### config.mk
export PLATFORM = sky130hd
export DESIGN_NAME = pcac_regs
export DESIGN_NICKNAME = d
export VERILOG_FILES = /design/src/pkg/pcac_pkg.sv /design/src/pkg/pcac_cfg_if.sv /design/src/rtl/pcac_regs.sv /design/src/rtl/pcac_decode.sv
export SDC_FILE = /design/constraint.sdc
export NUM_CORES = 1
export LEC_CHECK = 0
export ABC_AREA = 1
export BUFFER_PORTS_ARGS = -buffer_cell sky130_fd_sc_hd__buf_4
export CAP_MARGIN = 5
export CORE_MARGIN = 2
export CORE_UTILIZATION = 60
export CTS_BUF_LIST = sky130_fd_sc_hd__clkbuf_16
export DETAILED_ROUTE_END_ITERATION = 10
export PLACE_DENSITY = 0.86
export SETUP_SLACK_MARGIN = 0.05
export SKIP_LAST_GASP = 1
export SLEW_MARGIN = 20
export SYNTH_ARGS = -nofsm -noshare
export SYNTH_HDL_FRONTEND = slang
export SYNTH_HIERARCHICAL = 1
export SYNTH_SLANG_ARGS = --single-unit
### constraint.sdc
create_clock -name hclk -period 4.5 [get_ports hclk]
set_clock_uncertainty 0.15 [all_clocks]
set_input_delay 0.45 -clock hclk [delete_from_list [all_inputs] [get_ports hclk]]
set_output_delay 0.45 -clock hclk [all_outputs]
set_load 0.1 [all_outputs]
### src/pkg/pcac_pkg.sv
/*
 * Constants for the charge pump and auto-calibration config bank.
 * Assumes a 32-bit AHB-Lite slave with one aligned word per register.
 */
package pcac_pkg;
    // ------------------------------------------------------------
    // Register indices (byte address is four times the index).
    // ------------------------------------------------------------
    localparam logic [5:0] CP_IDX = 6'h09;
    localparam logic [5:0] CAL_IDX = 6'h0a;
    localparam logic [5:0] DET_IDX = 6'h10;
    localparam logic [5:0] STAT_IDX = 6'h11;
    localparam int REG_W = 24;

    // ------------------------------------------------------------
    // Reset values.
    // ------------------------------------------------------------
    localparam logic [23:0] CP_RESET = 24'h403264;
    localparam logic [23:0] CAL_RESET = 24'h002205;
    localparam logic [23:0] DET_RESET = 24'h000000;

    // ------------------------------------------------------------
    // Field positions, charge pump register.
    // ------------------------------------------------------------
    localparam int SINK_LSB = 0;
    localparam int SOURCE_LSB = 7;
    localparam int OFFS_LSB = 14;
    localparam int GAIN_W = 7;
    localparam int OFFS_UP_BIT = 21;
    localparam int OFFS_DN_BIT = 22;
    localparam int HIGH_CUR_BIT = 23;

    // ------------------------------------------------------------
    // Field positions, calibration and detector registers.
    // ------------------------------------------------------------
    localparam int VRES_LSB = 0;
    localparam int CURVE_LSB = 3;
    localparam int WAIT_LSB = 6;
    localparam int SAR_LSB = 8;
    localparam int FORCE_BIT = 10;
    localparam int SKIP_BIT = 11;
    localparam int BLOCK_BIT = 12;
    localparam int CDIV_LSB = 13;
    localparam int NEGEDGE_BIT = 15;
    localparam int RSKIP_BIT = 16;
    localparam int DET_INV_BIT = 0;

    // ------------------------------------------------------------
    // Scaling and timing figures.
    // ------------------------------------------------------------
    localparam logic [11:0] GAIN_STEP_UA = 12'h014;
    localparam logic [9:0] OFFS_STEP_UA = 10'h005;
    localparam logic [6:0] WAIT_TFSM = 7'h64;
    localparam logic [3:0] SAR_MAX_BITS = 4'h8;
    localparam logic [2:0] HSIZE_WORD = 3'h2;
endpackage

### src/pkg/pcac_cfg_if.sv
/*
 * Carrier between the register bank and its field decoder.
 * Assumes both ends sit on the same clock; the decoder is combinational.
 */
`timescale 1ns/10ps
interface pcac_cfg_if;
    logic [23:0] cp_reg;
    logic [23:0] cal_reg;
    logic [11:0] sink_ua;
    logic [11:0] source_ua;
    logic [9:0] offset_ua;
    logic [8:0] meas_cycles;
    logic signed [3:0] curve_off;
    logic [3:0] sar_bits;
    logic [5:0] clk_div;

    modport bank (output cp_reg, cal_reg, input sink_ua, source_ua,
        offset_ua, meas_cycles, curve_off, sar_bits, clk_div);
    modport dec (input cp_reg, cal_reg, output sink_ua, source_ua,
        offset_ua, meas_cycles, curve_off, sar_bits, clk_div);
endinterface

### src/rtl/pcac_regs.sv
/*
 * Charge pump and VCO auto-calibration configuration bank, AHB-Lite slave.
 * Assumes single word transfers, one clock, and that the transfer request
 * and phase detector pulses come from logic on hclk.
 */
// Function
// - sink gain bits 6:0, 20 uA steps, reset 100
// - source gain bits 13:7, 20 uA steps, reset 100
// - offset magnitude bits 20:14, 5 uA steps
// - offset up bit 21, down bit 22
// - bit 23 selects high current pump
// - measurement length code maps to divider cycles
// - curve temperature offset, signed curve count
// - wait states at startup and after measurements
// - approximation depth eight down to five bits
// - tuning skip bit 11, force curve bit 10
// - bit 12 suppresses oscillator link transfers
// - calibration clock divides reference by 1/4/16/32
// - bit 15 selects falling crystal edge
// - polarity invert swaps source and sink pulses
`timescale 1ns/10ps
module pcac_regs #(
    parameter int ADDR_W = 8,
    parameter int CNT_W = 8
) (
    // Clock and reset.
    input wire logic hclk,
    input wire logic hresetn,
    // AHB-Lite slave.
    input wire logic hsel,
    input wire logic [ADDR_W-1:0] haddr,
    input wire logic [1:0] htrans,
    input wire logic hwrite,
    input wire logic [2:0] hsize,
    input wire logic [31:0] hwdata,
    input wire logic hready,
    output logic hreadyout,
    output logic [31:0] hrdata,
    output logic hresp,
    // Charge pump controls.
    output logic [6:0] pump_sink_gain,
    output logic [6:0] pump_source_gain,
    output logic [6:0] offset_magnitude,
    output logic offset_source_on,
    output logic offset_sink_on,
    output logic high_current_pump,
    output logic [11:0] sink_current_ua,
    output logic [11:0] source_current_ua,
    output logic [9:0] offset_current_ua,
    // Auto-calibration controls.
    output logic [8:0] meas_cycles,
    output logic signed [3:0] curve_temp_offset,
    output logic [1:0] wait_after_cycles,
    output logic [6:0] wait_length,
    output logic [3:0] approximation_depth,
    output logic force_curve,
    output logic tuning_skip,
    output logic [5:0] calibration_clock_divider,
    output logic calibration_negedge_select,
    output logic ref_divider_skip,
    output logic [6:0] cal_spare_bits,
    // Oscillator link trigger.
    input wire logic vco_access_wr,
    output logic vco_xfer_start,
    // Phase detector steering.
    input wire logic pd_up_raw,
    input wire logic pd_dn_raw,
    output logic detector_polarity_invert,
    output logic pump_source_pulse,
    output logic pump_sink_pulse
);
    logic [23:0] cp_reg_r;
    logic [23:0] cal_reg_r;
    logic [23:0] det_reg_r;
    logic [23:0] cp_nxt;
    logic [23:0] cal_nxt;
    logic [23:0] det_nxt;
    logic [CNT_W-1:0] blocked_cnt_r;
    logic [CNT_W-1:0] issued_cnt_r;
    logic [CNT_W-1:0] blocked_nxt;
    logic [CNT_W-1:0] issued_nxt;
    logic dp_wr_r;
    logic [5:0] dp_idx_r;
    logic [5:0] ap_idx;
    logic ap_take;
    logic wr_now;
    logic [31:0] rd_val;

    pcac_cfg_if cfg ();

    // ------------------------------------------------------------
    // Bus slave.
    // ------------------------------------------------------------
    assign ap_take = hsel && hready && htrans[1];
    assign ap_idx = haddr[7:2];
    assign wr_now = dp_wr_r;

    // Address phase: remember a word write for its data phase.
    always_ff @(posedge hclk or negedge hresetn) begin
        if (!hresetn) begin
            dp_wr_r <= 1'b0;
            dp_idx_r <= 6'h00;
        end else if (hready) begin
            dp_wr_r <= ap_take && hwrite && (hsize == pcac_pkg::HSIZE_WORD);
            dp_idx_r <= ap_idx;
        end
    end

    // Next register values; a read in the cycle after a write sees it.
    always_comb begin
        cp_nxt = cp_reg_r;
        cal_nxt = cal_reg_r;
        det_nxt = det_reg_r;
        if (wr_now && dp_idx_r == pcac_pkg::CP_IDX) begin
            cp_nxt = hwdata[23:0];
        end
        if (wr_now && dp_idx_r == pcac_pkg::CAL_IDX) begin
            cal_nxt = hwdata[23:0];
        end
        if (wr_now && dp_idx_r == pcac_pkg::DET_IDX) begin
            det_nxt = {23'h000000, hwdata[pcac_pkg::DET_INV_BIT]};
        end
    end

    // Each request advances one transfer counter: the blocked count if blocked, else the issued count.
    assign blocked_nxt = blocked_cnt_r + CNT_W'(vco_access_wr &&
        cal_reg_r[pcac_pkg::BLOCK_BIT]);
    assign issued_nxt = issued_cnt_r + CNT_W'(vco_access_wr &&
        !cal_reg_r[pcac_pkg::BLOCK_BIT]);

    // Read mux; unmapped words read as zero.
    always_comb begin
        rd_val = 32'h00000000;
        case (ap_idx)
            pcac_pkg::CP_IDX: rd_val = {8'h00, cp_nxt};
            pcac_pkg::CAL_IDX: rd_val = {8'h00, cal_nxt};
            pcac_pkg::DET_IDX: rd_val = {8'h00, det_nxt};
            pcac_pkg::STAT_IDX: begin
                rd_val[CNT_W-1:0] = blocked_nxt;
                rd_val[2*CNT_W-1:CNT_W] = issued_nxt;
            end
            default: rd_val = 32'h00000000;
        endcase
    end

    // Read data is latched at the address phase so it stands all data phase.
    always_ff @(posedge hclk or negedge hresetn) begin
        if (!hresetn) begin
            hrdata <= 32'h00000000;
        end else if (ap_take && !hwrite) begin
            hrdata <= rd_val;
        end
    end

    // Zero wait states and always OKAY.
    always_ff @(posedge hclk or negedge hresetn) begin
        if (!hresetn) begin
            hreadyout <= 1'b1;
            hresp <= 1'b0;
        end else begin
            hreadyout <= 1'b1;
            hresp <= 1'b0;
        end
    end

    // ------------------------------------------------------------
    // Register storage.
    // ------------------------------------------------------------
    // Charge pump and calibration words keep all 24 bits, the detector word keeps bit 0 only; calibration bits 23:17 go out on cal_spare_bits.
    always_ff @(posedge hclk or negedge hresetn) begin
        if (!hresetn) begin
            cp_reg_r <= pcac_pkg::CP_RESET;
            cal_reg_r <= pcac_pkg::CAL_RESET;
            det_reg_r <= pcac_pkg::DET_RESET;
        end else begin
            cp_reg_r <= cp_nxt;
            cal_reg_r <= cal_nxt;
            det_reg_r <= det_nxt;
        end
    end

    // Status counters wrap; software reads differences, not absolutes.
    always_ff @(posedge hclk or negedge hresetn) begin
        if (!hresetn) begin
            blocked_cnt_r <= '0;
            issued_cnt_r <= '0;
        end else begin
            blocked_cnt_r <= blocked_nxt;
            issued_cnt_r <= issued_nxt;
        end
    end

    assign cfg.cp_reg = cp_reg_r;
    assign cfg.cal_reg = cal_reg_r;

    pcac_decode u_decode (
        .cfg(cfg)
    );

    // ------------------------------------------------------------
    // Charge pump outputs.
    // ------------------------------------------------------------
    // Raw fields and scaled currents, one register stage after storage.
    always_ff @(posedge hclk or negedge hresetn) begin
        if (!hresetn) begin
            pump_sink_gain <= 7'h00;
            pump_source_gain <= 7'h00;
            offset_magnitude <= 7'h00;
            offset_source_on <= 1'b0;
            offset_sink_on <= 1'b0;
            high_current_pump <= 1'b0;
            sink_current_ua <= 12'h000;
            source_current_ua <= 12'h000;
            offset_current_ua <= 10'h000;
        end else begin
            pump_sink_gain <= cp_reg_r[pcac_pkg::SINK_LSB +: 7];
            pump_source_gain <= cp_reg_r[pcac_pkg::SOURCE_LSB +: 7];
            offset_magnitude <= cp_reg_r[pcac_pkg::OFFS_LSB +: 7];
            offset_source_on <= cp_reg_r[pcac_pkg::OFFS_UP_BIT];
            offset_sink_on <= cp_reg_r[pcac_pkg::OFFS_DN_BIT];
            high_current_pump <= cp_reg_r[pcac_pkg::HIGH_CUR_BIT];
            sink_current_ua <= cfg.sink_ua;
            source_current_ua <= cfg.source_ua;
            offset_current_ua <= cfg.offset_ua;
        end
    end

    // ------------------------------------------------------------
    // Calibration outputs.
    // ------------------------------------------------------------
    // Decoded calibration settings; the outputs lag storage by one cycle.
    always_ff @(posedge hclk or negedge hresetn) begin
        if (!hresetn) begin
            meas_cycles <= 9'h000;
            curve_temp_offset <= 4'sh0;
            wait_after_cycles <= 2'h0;
            wait_length <= 7'h00;
            approximation_depth <= 4'h0;
            force_curve <= 1'b0;
            tuning_skip <= 1'b0;
            calibration_clock_divider <= 6'h00;
            calibration_negedge_select <= 1'b0;
            ref_divider_skip <= 1'b0;
            cal_spare_bits <= 7'h00;
        end else begin
            meas_cycles <= cfg.meas_cycles;
            curve_temp_offset <= cfg.curve_off;
            wait_after_cycles <= cal_reg_r[pcac_pkg::WAIT_LSB +: 2];
            wait_length <= pcac_pkg::WAIT_TFSM;
            approximation_depth <= cfg.sar_bits;
            force_curve <= cal_reg_r[pcac_pkg::FORCE_BIT];
            tuning_skip <= cal_reg_r[pcac_pkg::SKIP_BIT];
            calibration_clock_divider <= cfg.clk_div;
            calibration_negedge_select <=
                cal_reg_r[pcac_pkg::NEGEDGE_BIT];
            ref_divider_skip <= cal_reg_r[pcac_pkg::RSKIP_BIT];
            cal_spare_bits <= cal_reg_r[23:17];
        end
    end

    // ------------------------------------------------------------
    // Link trigger and detector steering.
    // ------------------------------------------------------------
    // A blocked request is dropped, not queued, so it is never replayed.
    always_ff @(posedge hclk or negedge hresetn) begin
        if (!hresetn) begin
            vco_xfer_start <= 1'b0;
        end else begin
            vco_xfer_start <= vco_access_wr &&
                !cal_reg_r[pcac_pkg::BLOCK_BIT];
        end
    end

    // Inverted polarity exchanges the pump pulse roles.
    always_ff @(posedge hclk or negedge hresetn) begin
        if (!hresetn) begin
            detector_polarity_invert <= 1'b0;
            pump_source_pulse <= 1'b0;
            pump_sink_pulse <= 1'b0;
        end else begin
            detector_polarity_invert <= det_reg_r[pcac_pkg::DET_INV_BIT];
            if (det_reg_r[pcac_pkg::DET_INV_BIT]) begin
                pump_source_pulse <= pd_dn_raw;
                pump_sink_pulse <= pd_up_raw;
            end else begin
                pump_source_pulse <= pd_up_raw;
                pump_sink_pulse <= pd_dn_raw;
            end
        end
    end

    logic first_cyc_r;
    // Marks the first edge after reset release for the reset checks.
    always_ff @(posedge hclk or negedge hresetn) begin
        if (!hresetn) begin
            first_cyc_r <= 1'b1;
        end else begin
            first_cyc_r <= 1'b0;
        end
    end
endmodule

### src/rtl/pcac_decode.sv
/*
 * Field decoder: turns stored codes into currents, counts and ratios.
 * Assumes the bank registers every result before it leaves the block.
 */
`timescale 1ns/10ps
module pcac_decode (
    // Raw codes in, decoded values out.
    pcac_cfg_if.dec cfg
);
    logic [6:0] sink_code;
    logic [6:0] source_code;
    logic [6:0] offs_code;
    logic [2:0] curve_code;

    // ------------------------------------------------------------
    // Current scaling.
    // ------------------------------------------------------------
    assign sink_code = cfg.cp_reg[pcac_pkg::SINK_LSB +: pcac_pkg::GAIN_W];
    assign source_code =
        cfg.cp_reg[pcac_pkg::SOURCE_LSB +: pcac_pkg::GAIN_W];
    assign offs_code = cfg.cp_reg[pcac_pkg::OFFS_LSB +: pcac_pkg::GAIN_W];
    // Products fit: 127 * 20 = 2540 and 127 * 5 = 635.
    assign cfg.sink_ua = {5'h00, sink_code} * pcac_pkg::GAIN_STEP_UA;
    assign cfg.source_ua =
        {5'h00, source_code} * pcac_pkg::GAIN_STEP_UA;
    assign cfg.offset_ua =
        {3'h0, offs_code} * pcac_pkg::OFFS_STEP_UA;

    // Curve offset: codes 4 to 7 read as two's complement -4 to -1.
    assign curve_code = cfg.cal_reg[pcac_pkg::CURVE_LSB +: 3];
    assign cfg.curve_off = {curve_code[2], curve_code};

    // ------------------------------------------------------------
    // Measurement length, depth and clock ratio.
    // ------------------------------------------------------------
    // Measurement length skips 16, so it is a table, not a shift.
    always_comb begin
        case (cfg.cal_reg[pcac_pkg::VRES_LSB +: 3])
            3'h0: cfg.meas_cycles = 9'h001;
            3'h1: cfg.meas_cycles = 9'h002;
            3'h2: cfg.meas_cycles = 9'h004;
            3'h3: cfg.meas_cycles = 9'h008;
            3'h4: cfg.meas_cycles = 9'h020;
            3'h5: cfg.meas_cycles = 9'h040;
            3'h6: cfg.meas_cycles = 9'h080;
            default: cfg.meas_cycles = 9'h100;
        endcase
    end

    // Approximation depth counts down from eight bits.
    assign cfg.sar_bits = pcac_pkg::SAR_MAX_BITS -
        {2'h0, cfg.cal_reg[pcac_pkg::SAR_LSB +: 2]};

    // Calibration clock ratio from the crystal reference.
    always_comb begin
        case (cfg.cal_reg[pcac_pkg::CDIV_LSB +: 2])
            2'h0: cfg.clk_div = 6'h01;
            2'h1: cfg.clk_div = 6'h04;
            2'h2: cfg.clk_div = 6'h10;
            default: cfg.clk_div = 6'h20;
        endcase
    end
endmodule

After elaboration in Yosys (flattened, before gate mapping)
Cells that the tools add are included.
{"block": "totals", "input_bits": 53, "reg_bits": 221, "output_inout_bits": 139, "elab_cells": 77}
{"block": "op_classes", "n_addsub": 3, "reduce_logical": 14, "mul": 3, "mux": 9, "eq_ne": 16}
{"cell": "$mux W24", "count": 3}
{"cell": "$pmux W16 S4", "count": 1}
{"cell": "$pmux W9 S7", "count": 1}
{"cell": "$mul A7 B3 Y10 const B", "count": 3}
{"cell": "$eq A6 B4 Y1 const B", "count": 4}
{"cell": "$pmux W8 S3", "count": 1}
{"cell": "$eq A6 B5 Y1 const B", "count": 3}
{"cell": "$pmux W6 S3", "count": 1}
{"cell": "$add A8 B1 Y8", "count": 2}
{"cell": "$logic_and A1 B1 Y1", "count": 10}
{"cell": "$eq A3 B2 Y1 const B", "count": 3}
{"cell": "$eq A3 B3 Y1 const B", "count": 3}
{"cell": "$sub A4 B2 Y4 const A", "count": 1}
{"cell": "$eq A3 B1 Y1 const B", "count": 1}
{"cell": "$logic_not A3 Y1", "count": 1}
{"cell": "$eq A2 B1 Y1 const B", "count": 1}
{"cell": "$eq A2 B2 Y1 const B", "count": 1}
{"cell": "$logic_not A1 Y1", "count": 2}
{"cell": "$logic_not A2 Y1", "count": 1}
{"cell": "$mux W1", "count": 2}

Depth between registers and ports, before layout
Gate-level depths: netlist of run 1.
{"block": "depth", "word_depth": 4, "ltp_mapped": 14}

Modules after synthesis
The synthesis of run 1 kept the hierarchy.
{"mod": "pcac_regs", "cells_each": 850, "seq_area_each_um2": 5469.0, "instances": 1, "area_each_um2": 8441.8}
{"mod": "pcac_decode", "cells_each": 156, "seq_area_each_um2": 0.0, "instances": 1, "area_each_um2": 1059.8}

Worst setup path before layout of run 1
OpenSTA, ideal clock, no wires.
{"block": "synth_timing", "kind": "register to output", "from": "register wait_length[2] (netlist name)", "to": "output port wait_length[5]", "t_arrival_ns": 1.341, "setup_slack_ns": 2.559, "n_path_buf": 1, "stages_incl_launch_ff": 2, "cell_sequence": "dfrtp_1 -> buf_4"}
{"element": "end: declaration", "line_no": "pcac_regs.sv:54", "text": "output logic [6:0] wait_length,"}
No word-level cell between the ends.

Final worst setup path of run 1
{"block": "layout_timing", "from": "register dp_idx_r[4]", "to": "register hrdata[23]"}
{"block": "layout_via", "elab_chain_cells": 4, "elab_cells_between_ends": 10, "classes_between": "3 x eq/ne; 4 x mux; 3 x reduce/logical"}
{"element": "start: declaration", "line_no": "pcac_regs.sv:83", "text": "logic [5:0] dp_idx_r;"}
{"element": "start signal: assignment", "line_no": "pcac_regs.sv:105", "text": "dp_idx_r <= ap_idx;"}
{"element": "$eq A6 B4 Y1", "line_no": "pcac_regs.sv:114", "text": "if (wr_now && dp_idx_r == pcac_pkg::CP_IDX) begin"}
{"element": "$logic_and A1 B1 Y1", "line_no": "pcac_regs.sv:114"}
{"element": "$mux W24", "line_no": "pcac_regs.sv:114"}
{"element": "named net cp_nxt[23]", "line_no": "pcac_regs.sv:75", "text": "logic [23:0] cp_nxt;"}
{"element": "$pmux W8 S3", "line_no": "pcac_regs.sv:134", "text": "case (ap_idx)"}
{"element": "end signal: assignment", "line_no": "pcac_regs.sv:151", "text": "hrdata <= rd_val;"}
{"element": "end: declaration", "line_no": "pcac_regs.sv:38", "text": "output logic [31:0] hrdata,"}
The timed path passes the listed nets, and every way through them passes these cells.
A chain may end at the register's enable or synchronous reset.

==> results.cfg, run 1 <==
[run_status]
outcome = complete, no violations

[timing]
setup_viol = 0
finalHoldViolCount = 0
totalNegativeSetupSlack_ps = 0
hold_slack_ps = 19.7
min_period_ps = 2630
relSlewSlack_pct = 23.6
slew_viol_final = 0
rsz0062_at_grt = no
period_share_pct = 58.4
maxClockFrequency_ghz = 0.381
worstMarginPinSlew_ps = 1150

[route]
wire_per_inst_um = 15.6
first_iter_violations = 474
routed_wirelength_mm = 21.8
first_pass_iters = 7
wirelength_met1_mm = 8.80
highest_layer = met4
ant_nets = 0
wl_met3_mm = 1.36
vias = 7098
met2WireLength_mm = 10.9
avgViaCountPerCell = 5.10
drc = 0

[hold_path]
holdPathStages = 2
hp-start = hwdata[18]
hp-class = input port to flop

[logic_synthesis]
synthCells = 1006
synth_area_mm2 = 0.00950
synth_edf_count = 0
avgSynthCellArea_um2 = 9.44
synthDistinctLibCells = 36
ys_seq_elements = 218
ys_seq_area_share_pct = 57.6
ys.flop_type = dfrtp_1
ys_warn_count = 6
synthArstFlopShare_pct = 100

[clock_tree]
postCtsSetupBuffers = 0
clock_latency_ps = 500
clk_path_buf_depth = 3
path_clk_slew_ps = 60
cts-root-buf = clkbuf_16
cts_buffers = 22
cts.repair.resized = 0
cts_max_level = 1
cts_hold_buf = 1
cts_tree = done
clkSinkCount = 218

[power_and_ir_drop]
irDropWorstVdd_uv = 292
power_density_mw_per_mm2 = 395
p_leak_nw = 6.35

[grt]
grt_pass1_wl_mm = 34.7
grt_start_max_net_pins = 133
grt-ovfl-total = 0
antenna_found_initial = 0
gr-usage-all-layers_pct = 26.3
grt_pass1_vias = 7116

[critical_path]
startpoint = dp_idx_r[4]$_DFFE_PN0P_
path_cells = inv_2 > nand2_1 > nor2_4 > nand2_2 > o21ai_1 > nand2_1 > nand3_1 > nand2_1 > nand2_1
timing.rr.end = hrdata[23]$_DFFE_PN0P_
regToRegStartpoint = dp_idx_r[4]$_DFFE_PN0P_
endpoint_kind = flop
criticalPathCategory = flop to flop
r2r_setup_slack_ps = 1870
cp_max_fo = 32
worstPathArrival_ps = 2910
r2r_cells = 9
cp-start-kind = flop
cpMostUsedCell = nand2_1
required_ps = 4790
setup.worst_path.end = hrdata[23]$_DFFE_PN0P_
max_stage_delay_ps = 610
crit_family = simple AND/OR/NAND/NOR gates
crit_slowest_cell = nand2_2
cp.depth = 9
crit_buf_inv = 1

[finish]
seq_area_mm2 = 0.00547
num_antenna_cells = 0
layout.nets = 1251
final_area_mm2 = 0.0114
fillers = 1112
instances_no_fill = 1392
drive_above_1_share_pct = 19.6
syn_to_final_growth_pct = 19.9
multi_input_area_mm2 = 0.00314

[die]
row_count = 46
fp.dieH_um = 130
io_pins = 192
die_w_um = 130
initial_core_util_pct = 60.7
core_mm2 = 0.0157
dieArea_mm2 = 0.0169

[place]
dp_hpwl_mm = 14.5
placed_area_mm2 = 0.0107
dp_cells = 1351
portBuffers = 166
place_congestion = 0.831

[flow_run]
maxCapViolCount = 0
==> cells in the final DEF (no fill, tap or decap), types with 7 or more instances in the layout <==
master / instances
a21oi_1: 9
and2_1: 31
buf_4: 168
clkbuf_16: 23
clkinv_1: 7
conb_1: 22
dfrtp_1: 207
dfstp_2: 11
ha_1: 35
inv_1: 150
nand2_1: 250
nand3_1: 116
nand3b_1: 7
nor2_1: 48
o21a_1: 16
o21ai_0: 13
xor2_1: 9
==> cells by family (layout without fill, tap and decap cells) <==
logic type,count (synthesis),count (layout),share of synthesized area (%)
AOI/OAI and AO/OA,54,54,3.59
xor gates and xnor gates,12,12,1.11
adders and majority gates,38,38,5.24
buffers and inverters,207,358,10.2
DFF,218,218,57.6
other,3,22,0.119
and+or+nand+nor,474,474,22.1
==> synth_stat cells, types with 11 or more instances <==
cell type / number / share of area (%)
buf_2: 12 / 0.63
o21a_1: 16 / 1.3
nand2_1: 250 / 9.9
nor2_1: 49 / 1.9
inv_1: 143 / 5.6
and2_1: 31 / 2.0
dfstp_2: 11 / 3.0
buf_4: 39 / 3.1
dfrtp_1: 207 / 55
nand3_1: 116 / 6.1
ha_1: 35 / 4.6
o21ai_0: 13 / 0.68
==> worst min path at each step <==
stage                                            end  slack, ps
floorplan           approximation_depth[0]$_DFF_PN0_          4
global placement          ref_divider_skip$_DFF_PN0_        210
detailed placement       high_current_pump$_DFF_PN0_        210
CTS                           cal_reg_r[1]$_DFF_PN0_          8
global route                 cal_reg_r[18]$_DFF_PN0_         10
finish                       cal_reg_r[18]$_DFF_PN0_         20
==> metal layers <==
layer	up-vias	track usage, %
met5	-	0
li1	3373	-
met3	52	4.59
met1	3422	32.9
met4	0	9.99
met2	251	46.1
==> final cells by class <==
type / instances / share of cell area (%)
multi-input combinational: 600 / 27.6
clock buffer: 23 / 5.05
tap: 216 / 2.37
timing repair buffer: 171 / 11.5
clock inverter: 17 / 0.593
sequential: 218 / 48.0
inverter: 147 / 4.88
==> power by group <==
part / internal, W / switching (W) / total [W]
clock network: 0.000917 / 0.000731 / 0.00165
registers: 0.00206 / 0.0000621 / 0.00212
logic: 0.000158 / 0.000574 / 0.000732
==> metrics by stage <==
| step | worst slack [ps] | utilization [%] | power [W] |
|---|---|---|---|
| floorplan | 2560 | - | 0.00270 |
| global placement | 1960 | 68.5 | 0.00287 |
| detailed placement | 1930 | 68.5 | 0.00289 |
| CTS | 1870 | 72.7 | 0.00452 |
| global route | 1700 | 72.7 | 0.00465 |
| finish | 1870 | 72.7 | 0.00450 |
No activity file was read; power rests on OpenSTA's default activity.
==> run 2, diff against run 1 <==
- CORE_UTILIZATION: 60 -> 55
- PLACE_DENSITY: 0.86 -> 0.8
- clock period: 4.5 -> 2.5 ns (I/O delays scaled with it)
==> results.cfg, run 2 (synthesis results as in run 1) <==
[route]
first_pass_iters = 5
ant_nets = 0
drc = 0
routed_wirelength_mm = 22.8
avgViaCountPerCell = 4.99
vias = 7311
first_iter_violations = 445
wire_per_inst_um = 15.6

[critical_path]
cpMostUsedCell = dlygate4sd3_1
crit_slowest_cell = dlygate4sd3_1
criticalPathCategory = input port to flop
startpoint = hsize[0]
r2r_cells = 8
max_stage_delay_ps = 560
endpoint_kind = flop
timing.rr.end = source_current_ua[11]$_DFF_PN0_
worstPathArrival_ps = 2390
regToRegStartpoint = cfg.cp_reg[8]$_DFF_PN0_
cp-start-kind = input port
cp_max_fo = 1
required_ps = 2770
path_cells = dlygate4sd3_1 > buf_4 > nor3b_1 > dlygate4sd3_1 > nand3_1 > dlygate4sd3_1 > o22ai_1
r2r_setup_slack_ps = 400

[finish]
multi_input_area_mm2 = 0.00313
final_common_cell = nand2_1
drive_above_1_share_pct = 20.4
fillers = 1215
layout.nets = 1315
seq_area_mm2 = 0.00547
syn_to_final_growth_pct = 27.7
final_area_mm2 = 0.0121
final_cell_mix = nand2_1 (250), dfrtp_1 (207), buf_4 (177)

[place]
portBuffers = 166
place_congestion = 0.828
placed_area_mm2 = 0.0108
dp_hpwl_mm = 14.6
place_ws_ps = 490

[power_and_ir_drop]
irDropWorstVdd_uv = 509
p_comb_share_pct = 16.2
switching_share_pct = 29.6
p_leak_nw = 6.66
clock_power_share_pct = 39.3
seq_power_share_pct = 44.4
power_density_mw_per_mm2 = 710
switching_power_w = 0.00255
power.internal_w = 0.00606

[clock_tree]
path_clk_slew_ps = 60
cts_buffers = 23
cts_max_level = 1
clk_path_buf_depth = 3
clkSinkCount = 218
clock_latency_ps = 500
postCtsSetupBuffers = 0
cts-root-buf = clkbuf_16
cts_tree = done
cts.repair.resized = 0

[die]
fp.dieH_um = 135
dieArea_mm2 = 0.0183
die_w_um = 135
row_count = 48
core_mm2 = 0.0171
initial_core_util_pct = 55.5
io_pins = 192

[timing]
hold_slack_ps = 72.4
period_share_pct = 84.7
totalNegativeSetupSlack_ps = 0
min_period_ps = 2120
maxClockFrequency_ghz = 0.472
setup_viol = 0
slew_viol_final = 0
rsz0062_at_grt = no
fin_ws_ps = 383
finalHoldViolCount = 0

[flow_run]
maxCapViolCount = 0

[grt]
antenna_found_initial = 0
grt-ovfl-total = 0
grt_pass1_vias = 7273
grt_pass1_wl_mm = 36.4
gr-usage-all-layers_pct = 25.3
grt_start_max_net_pins = 95

[run_status]
outcome = complete, no violations

[hold_path]
hp-class = input port to async pin
run 2: changes by cell type in the layout (fill, tap and decap cells not counted), sizes merged:
cell         previous run  this run
buf                   170       181
bufinv                  0         3
clkinv                 11         7
clkinvlp                0         5
diode                   0         1
dlygate4sd3             1        53
inv                   153       150
run 2: what timing repair did:
item | CTS | global route
hold buffers | 53 | 0
endpoints found under the setup margin | 0 | 0
hold endpoints to repair | 264 | 0
run 2: area by class of cell:
cell class,instances,area share (%)
antenna,1,0.0206
clock buffer,23,4.74
clock inverter,18,1.53
sequential,218,45.1
inverter,147,4.58
tap,225,2.32
multi-input combinational,600,25.8
timing repair buffer,234,15.9
run 2: how the worst max path moves through the flow:
stage	endpoint	depth (start not counted)
3_3_place_gp	source_current_ua[11]$_DFF_PN0_	8
4_1_cts	source_current_ua[11]$_DFF_PN0_	8
3_5_place_dp	source_current_ua[11]$_DFF_PN0_	8
2_1_floorplan	source_current_ua[11]$_DFF_PN0_	8
5_1_grt	source_current_ua[11]$_DFF_PN0_	8
6_report	dp_wr_r$_DFFE_PN0P_	7
run 2: metrics by stage:
stage	total power, W	utilization (%)	instances
floorplan	0.00486	-	1025
global placement	0.00517	63.4	1371
detailed placement	0.00521	63.4	1371
CTS	0.00866	70.9	1465
global route	0.00893	70.9	1465
finish	0.00861	70.9	1466
run 2: critical path: cells and delay by family:
| family | cells | cell delay [ps] |
|---|---|---|
| buffers and inverters | 4 | 1800 |
| and+or+nand+nor | 2 | 220 |
| AOI/OAI and AO/OA | 1 | 100 |
run 2: routing by layer:
metal	GRT usage [%]	up-vias	wire [µm]
li1	-	3507	-
met1	32.2	3516	9200
met2	43.3	250	11500
met3	5.01	38	1520
met4	9.38	0	632
met5	0	-	0
run 2: power groups by stage:
stage	combinational, W	clock, W	sequential [W]
2_1_floorplan	0.000438	0	0.00442
3_3_place_gp	0.00130	0	0.00388
3_5_place_dp	0.00132	0	0.00388
4_1_cts	0.00140	0.00344	0.00382
5_1_grt	0.00149	0.00359	0.00384
6_report	0.00140	0.00339	0.00382
==> run 3, diff against run 2 <==
- CORE_UTILIZATION: 55 -> 50
- PLACE_DENSITY: 0.8 -> 0.77
- clock period: 2.5 -> 1.8 ns (I/O delays scaled with it)
==> results.cfg, run 3 (synthesis results as in run 1) <==
[place]
dp_cells = 1404
place_congestion = 0.893
portBuffers = 166
dp_hpwl_mm = 15.4
placed_area_mm2 = 0.0111
place_ws_ps = -135

[clock_tree]
clock_latency_ps = 510
cts_tree = done
path_clk_slew_ps = 60
clkSinkCount = 218
cts-root-buf = clkbuf_16
cts_buffers = 23
clk_path_buf_depth = 3
cts_max_level = 1

[grt]
gr-usage-all-layers_pct = 23.2
grt-ovfl-total = 0
grt_start_max_net_pins = 60
use_met1_pct = 30.4
grt_pass1_vias = 7489
antenna_found_initial = 0
grt_pass1_wl_mm = 37.2
top_usage_layer = met2
use_met2_pct = 38.9
met3_usage_pct = 4.29

[critical_path]
criticalPathCategory = flop to flop
endpoint_kind = flop
cp-start-kind = flop
required_ps = 2090
r2r_cells = 8
cp_max_fo = 3
setup.worst_path.end = source_current_ua[11]$_DFF_PN0_
startpoint = cfg.cp_reg[9]$_DFF_PN1_
timing.rr.end = source_current_ua[11]$_DFF_PN0_
r2r_setup_slack_ps = -110
worstPathArrival_ps = 2200
regToRegStartpoint = cfg.cp_reg[9]$_DFF_PN1_

[finish]
multi_input_area_mm2 = 0.00413
drive_above_1_share_pct = 36.9
syn_to_final_growth_pct = 46.5
fillers = 1057
instances_no_fill = 1544
final_common_cell = buf_4
seq_area_mm2 = 0.00548
layout.nets = 1386
final_cell_mix = buf_4 (220), nand2_1 (202), dfrtp_1 (202)
num_antenna_cells = 0
final_area_mm2 = 0.0139

[run_status]
outcome = finished, violations left
violations = setup timing

[flow_run]
maxCapViolCount = 0

[timing]
setup_viol = 13
fin_ws_ps = -108
min_period_ps = 1910
maxClockFrequency_ghz = 0.524
totalNegativeSetupSlack_ps = -492
finalHoldViolCount = 0
period_share_pct = 106
slew_viol_final = 0
rsz0062_at_grt = yes

[die]
io_pins = 192
row_count = 50
initial_core_util_pct = 50.8
fp.dieH_um = 142
core_mm2 = 0.0187
die_w_um = 142
dieArea_mm2 = 0.0201

[route]
first_pass_iters = 5
vias = 8222
wire_per_inst_um = 18.3
ant_nets = 0
avgViaCountPerCell = 5.33
first_iter_violations = 609
drc = 0
routed_wirelength_mm = 28.3

[power_and_ir_drop]
p_leak_nw = 7.13
power_density_mw_per_mm2 = 876
irDropWorstVdd_uv = 678

[hold_path]
hp-class = input port to async pin
-- run 3: timing repair --
item	4_1_cts	5_1_grt
endpoints found under the hold margin	289	0
buffers inserted	2	39
setup endpoints to repair	23	52
hold buffers	48	0
resized for setup	38	184
pin swaps	17	78
cloned	1	10
-- run 3: worst min path at each step --
stage             from  depth (start not counted)                                     end
2_1_floorplan  hresetn                          0        approximation_depth[0]$_DFF_PN0_
3_3_place_gp   hresetn                          1  calibration_clock_divider[3]$_DFF_PN0_
3_5_place_dp   hresetn                          1  calibration_clock_divider[1]$_DFF_PN0_
4_1_cts        hresetn                          2  calibration_clock_divider[1]$_DFF_PN0_
5_1_grt        hresetn                          2  calibration_clock_divider[1]$_DFF_PN0_
6_report       hresetn                          2  calibration_clock_divider[1]$_DFF_PN0_
-- run 3: cell type report --
| type | instances | share of cell area [%] |
|---|---|---|
| Tap cell | 234 | 2.10 |
| Timing Repair Buffer | 302 | 19.8 |
| Inverter | 147 | 4.07 |
| Clock buffer | 23 | 4.14 |
| Clock inverter | 17 | 0.899 |
| Multi-Input combinational cell | 603 | 29.6 |
| Sequential cell | 218 | 39.3 |
-- run 3: metal layers --
layer | wire length [µm] | up-vias
met3 | 2560 | 119
met4 | 1240 | 0
met5 | 0 | -
met2 | 14300 | 503
met1 | 10200 | 3959
li1 | - | 3641
-- run 3: power by group --
group / internal [W] / switching (W)
Sequential: 0.00516 / 0.000202
Clock: 0.00259 / 0.00195
Combinational: 0.000679 / 0.00161
-- run 3: through the flow --
| step | total power [W] | hold WS (ps) | utilization [%] |
|---|---|---|---|
| 6_report | 0.0122 | 38.8 | 74.4 |
| 5_1_grt | 0.0126 | 82.1 | 74.4 |
| 4_1_cts | 0.0119 | 61.3 | 66.9 |
| 3_5_place_dp | 0.00727 | -4.39 | 59.5 |
| 3_3_place_gp | 0.00722 | -6.61 | 59.5 |
| 2_1_floorplan | 0.00675 | -266 | - |
-- run 3: critical path, cell delays in order, from the launching register on --
cell	delay (ps)
dfstp_2	590
ha_4	150
ha_4	130
inv_2	40
fa_2	340
nand3b_1	180
nand2_2	80
nand2_1	60
a21oi_2	120
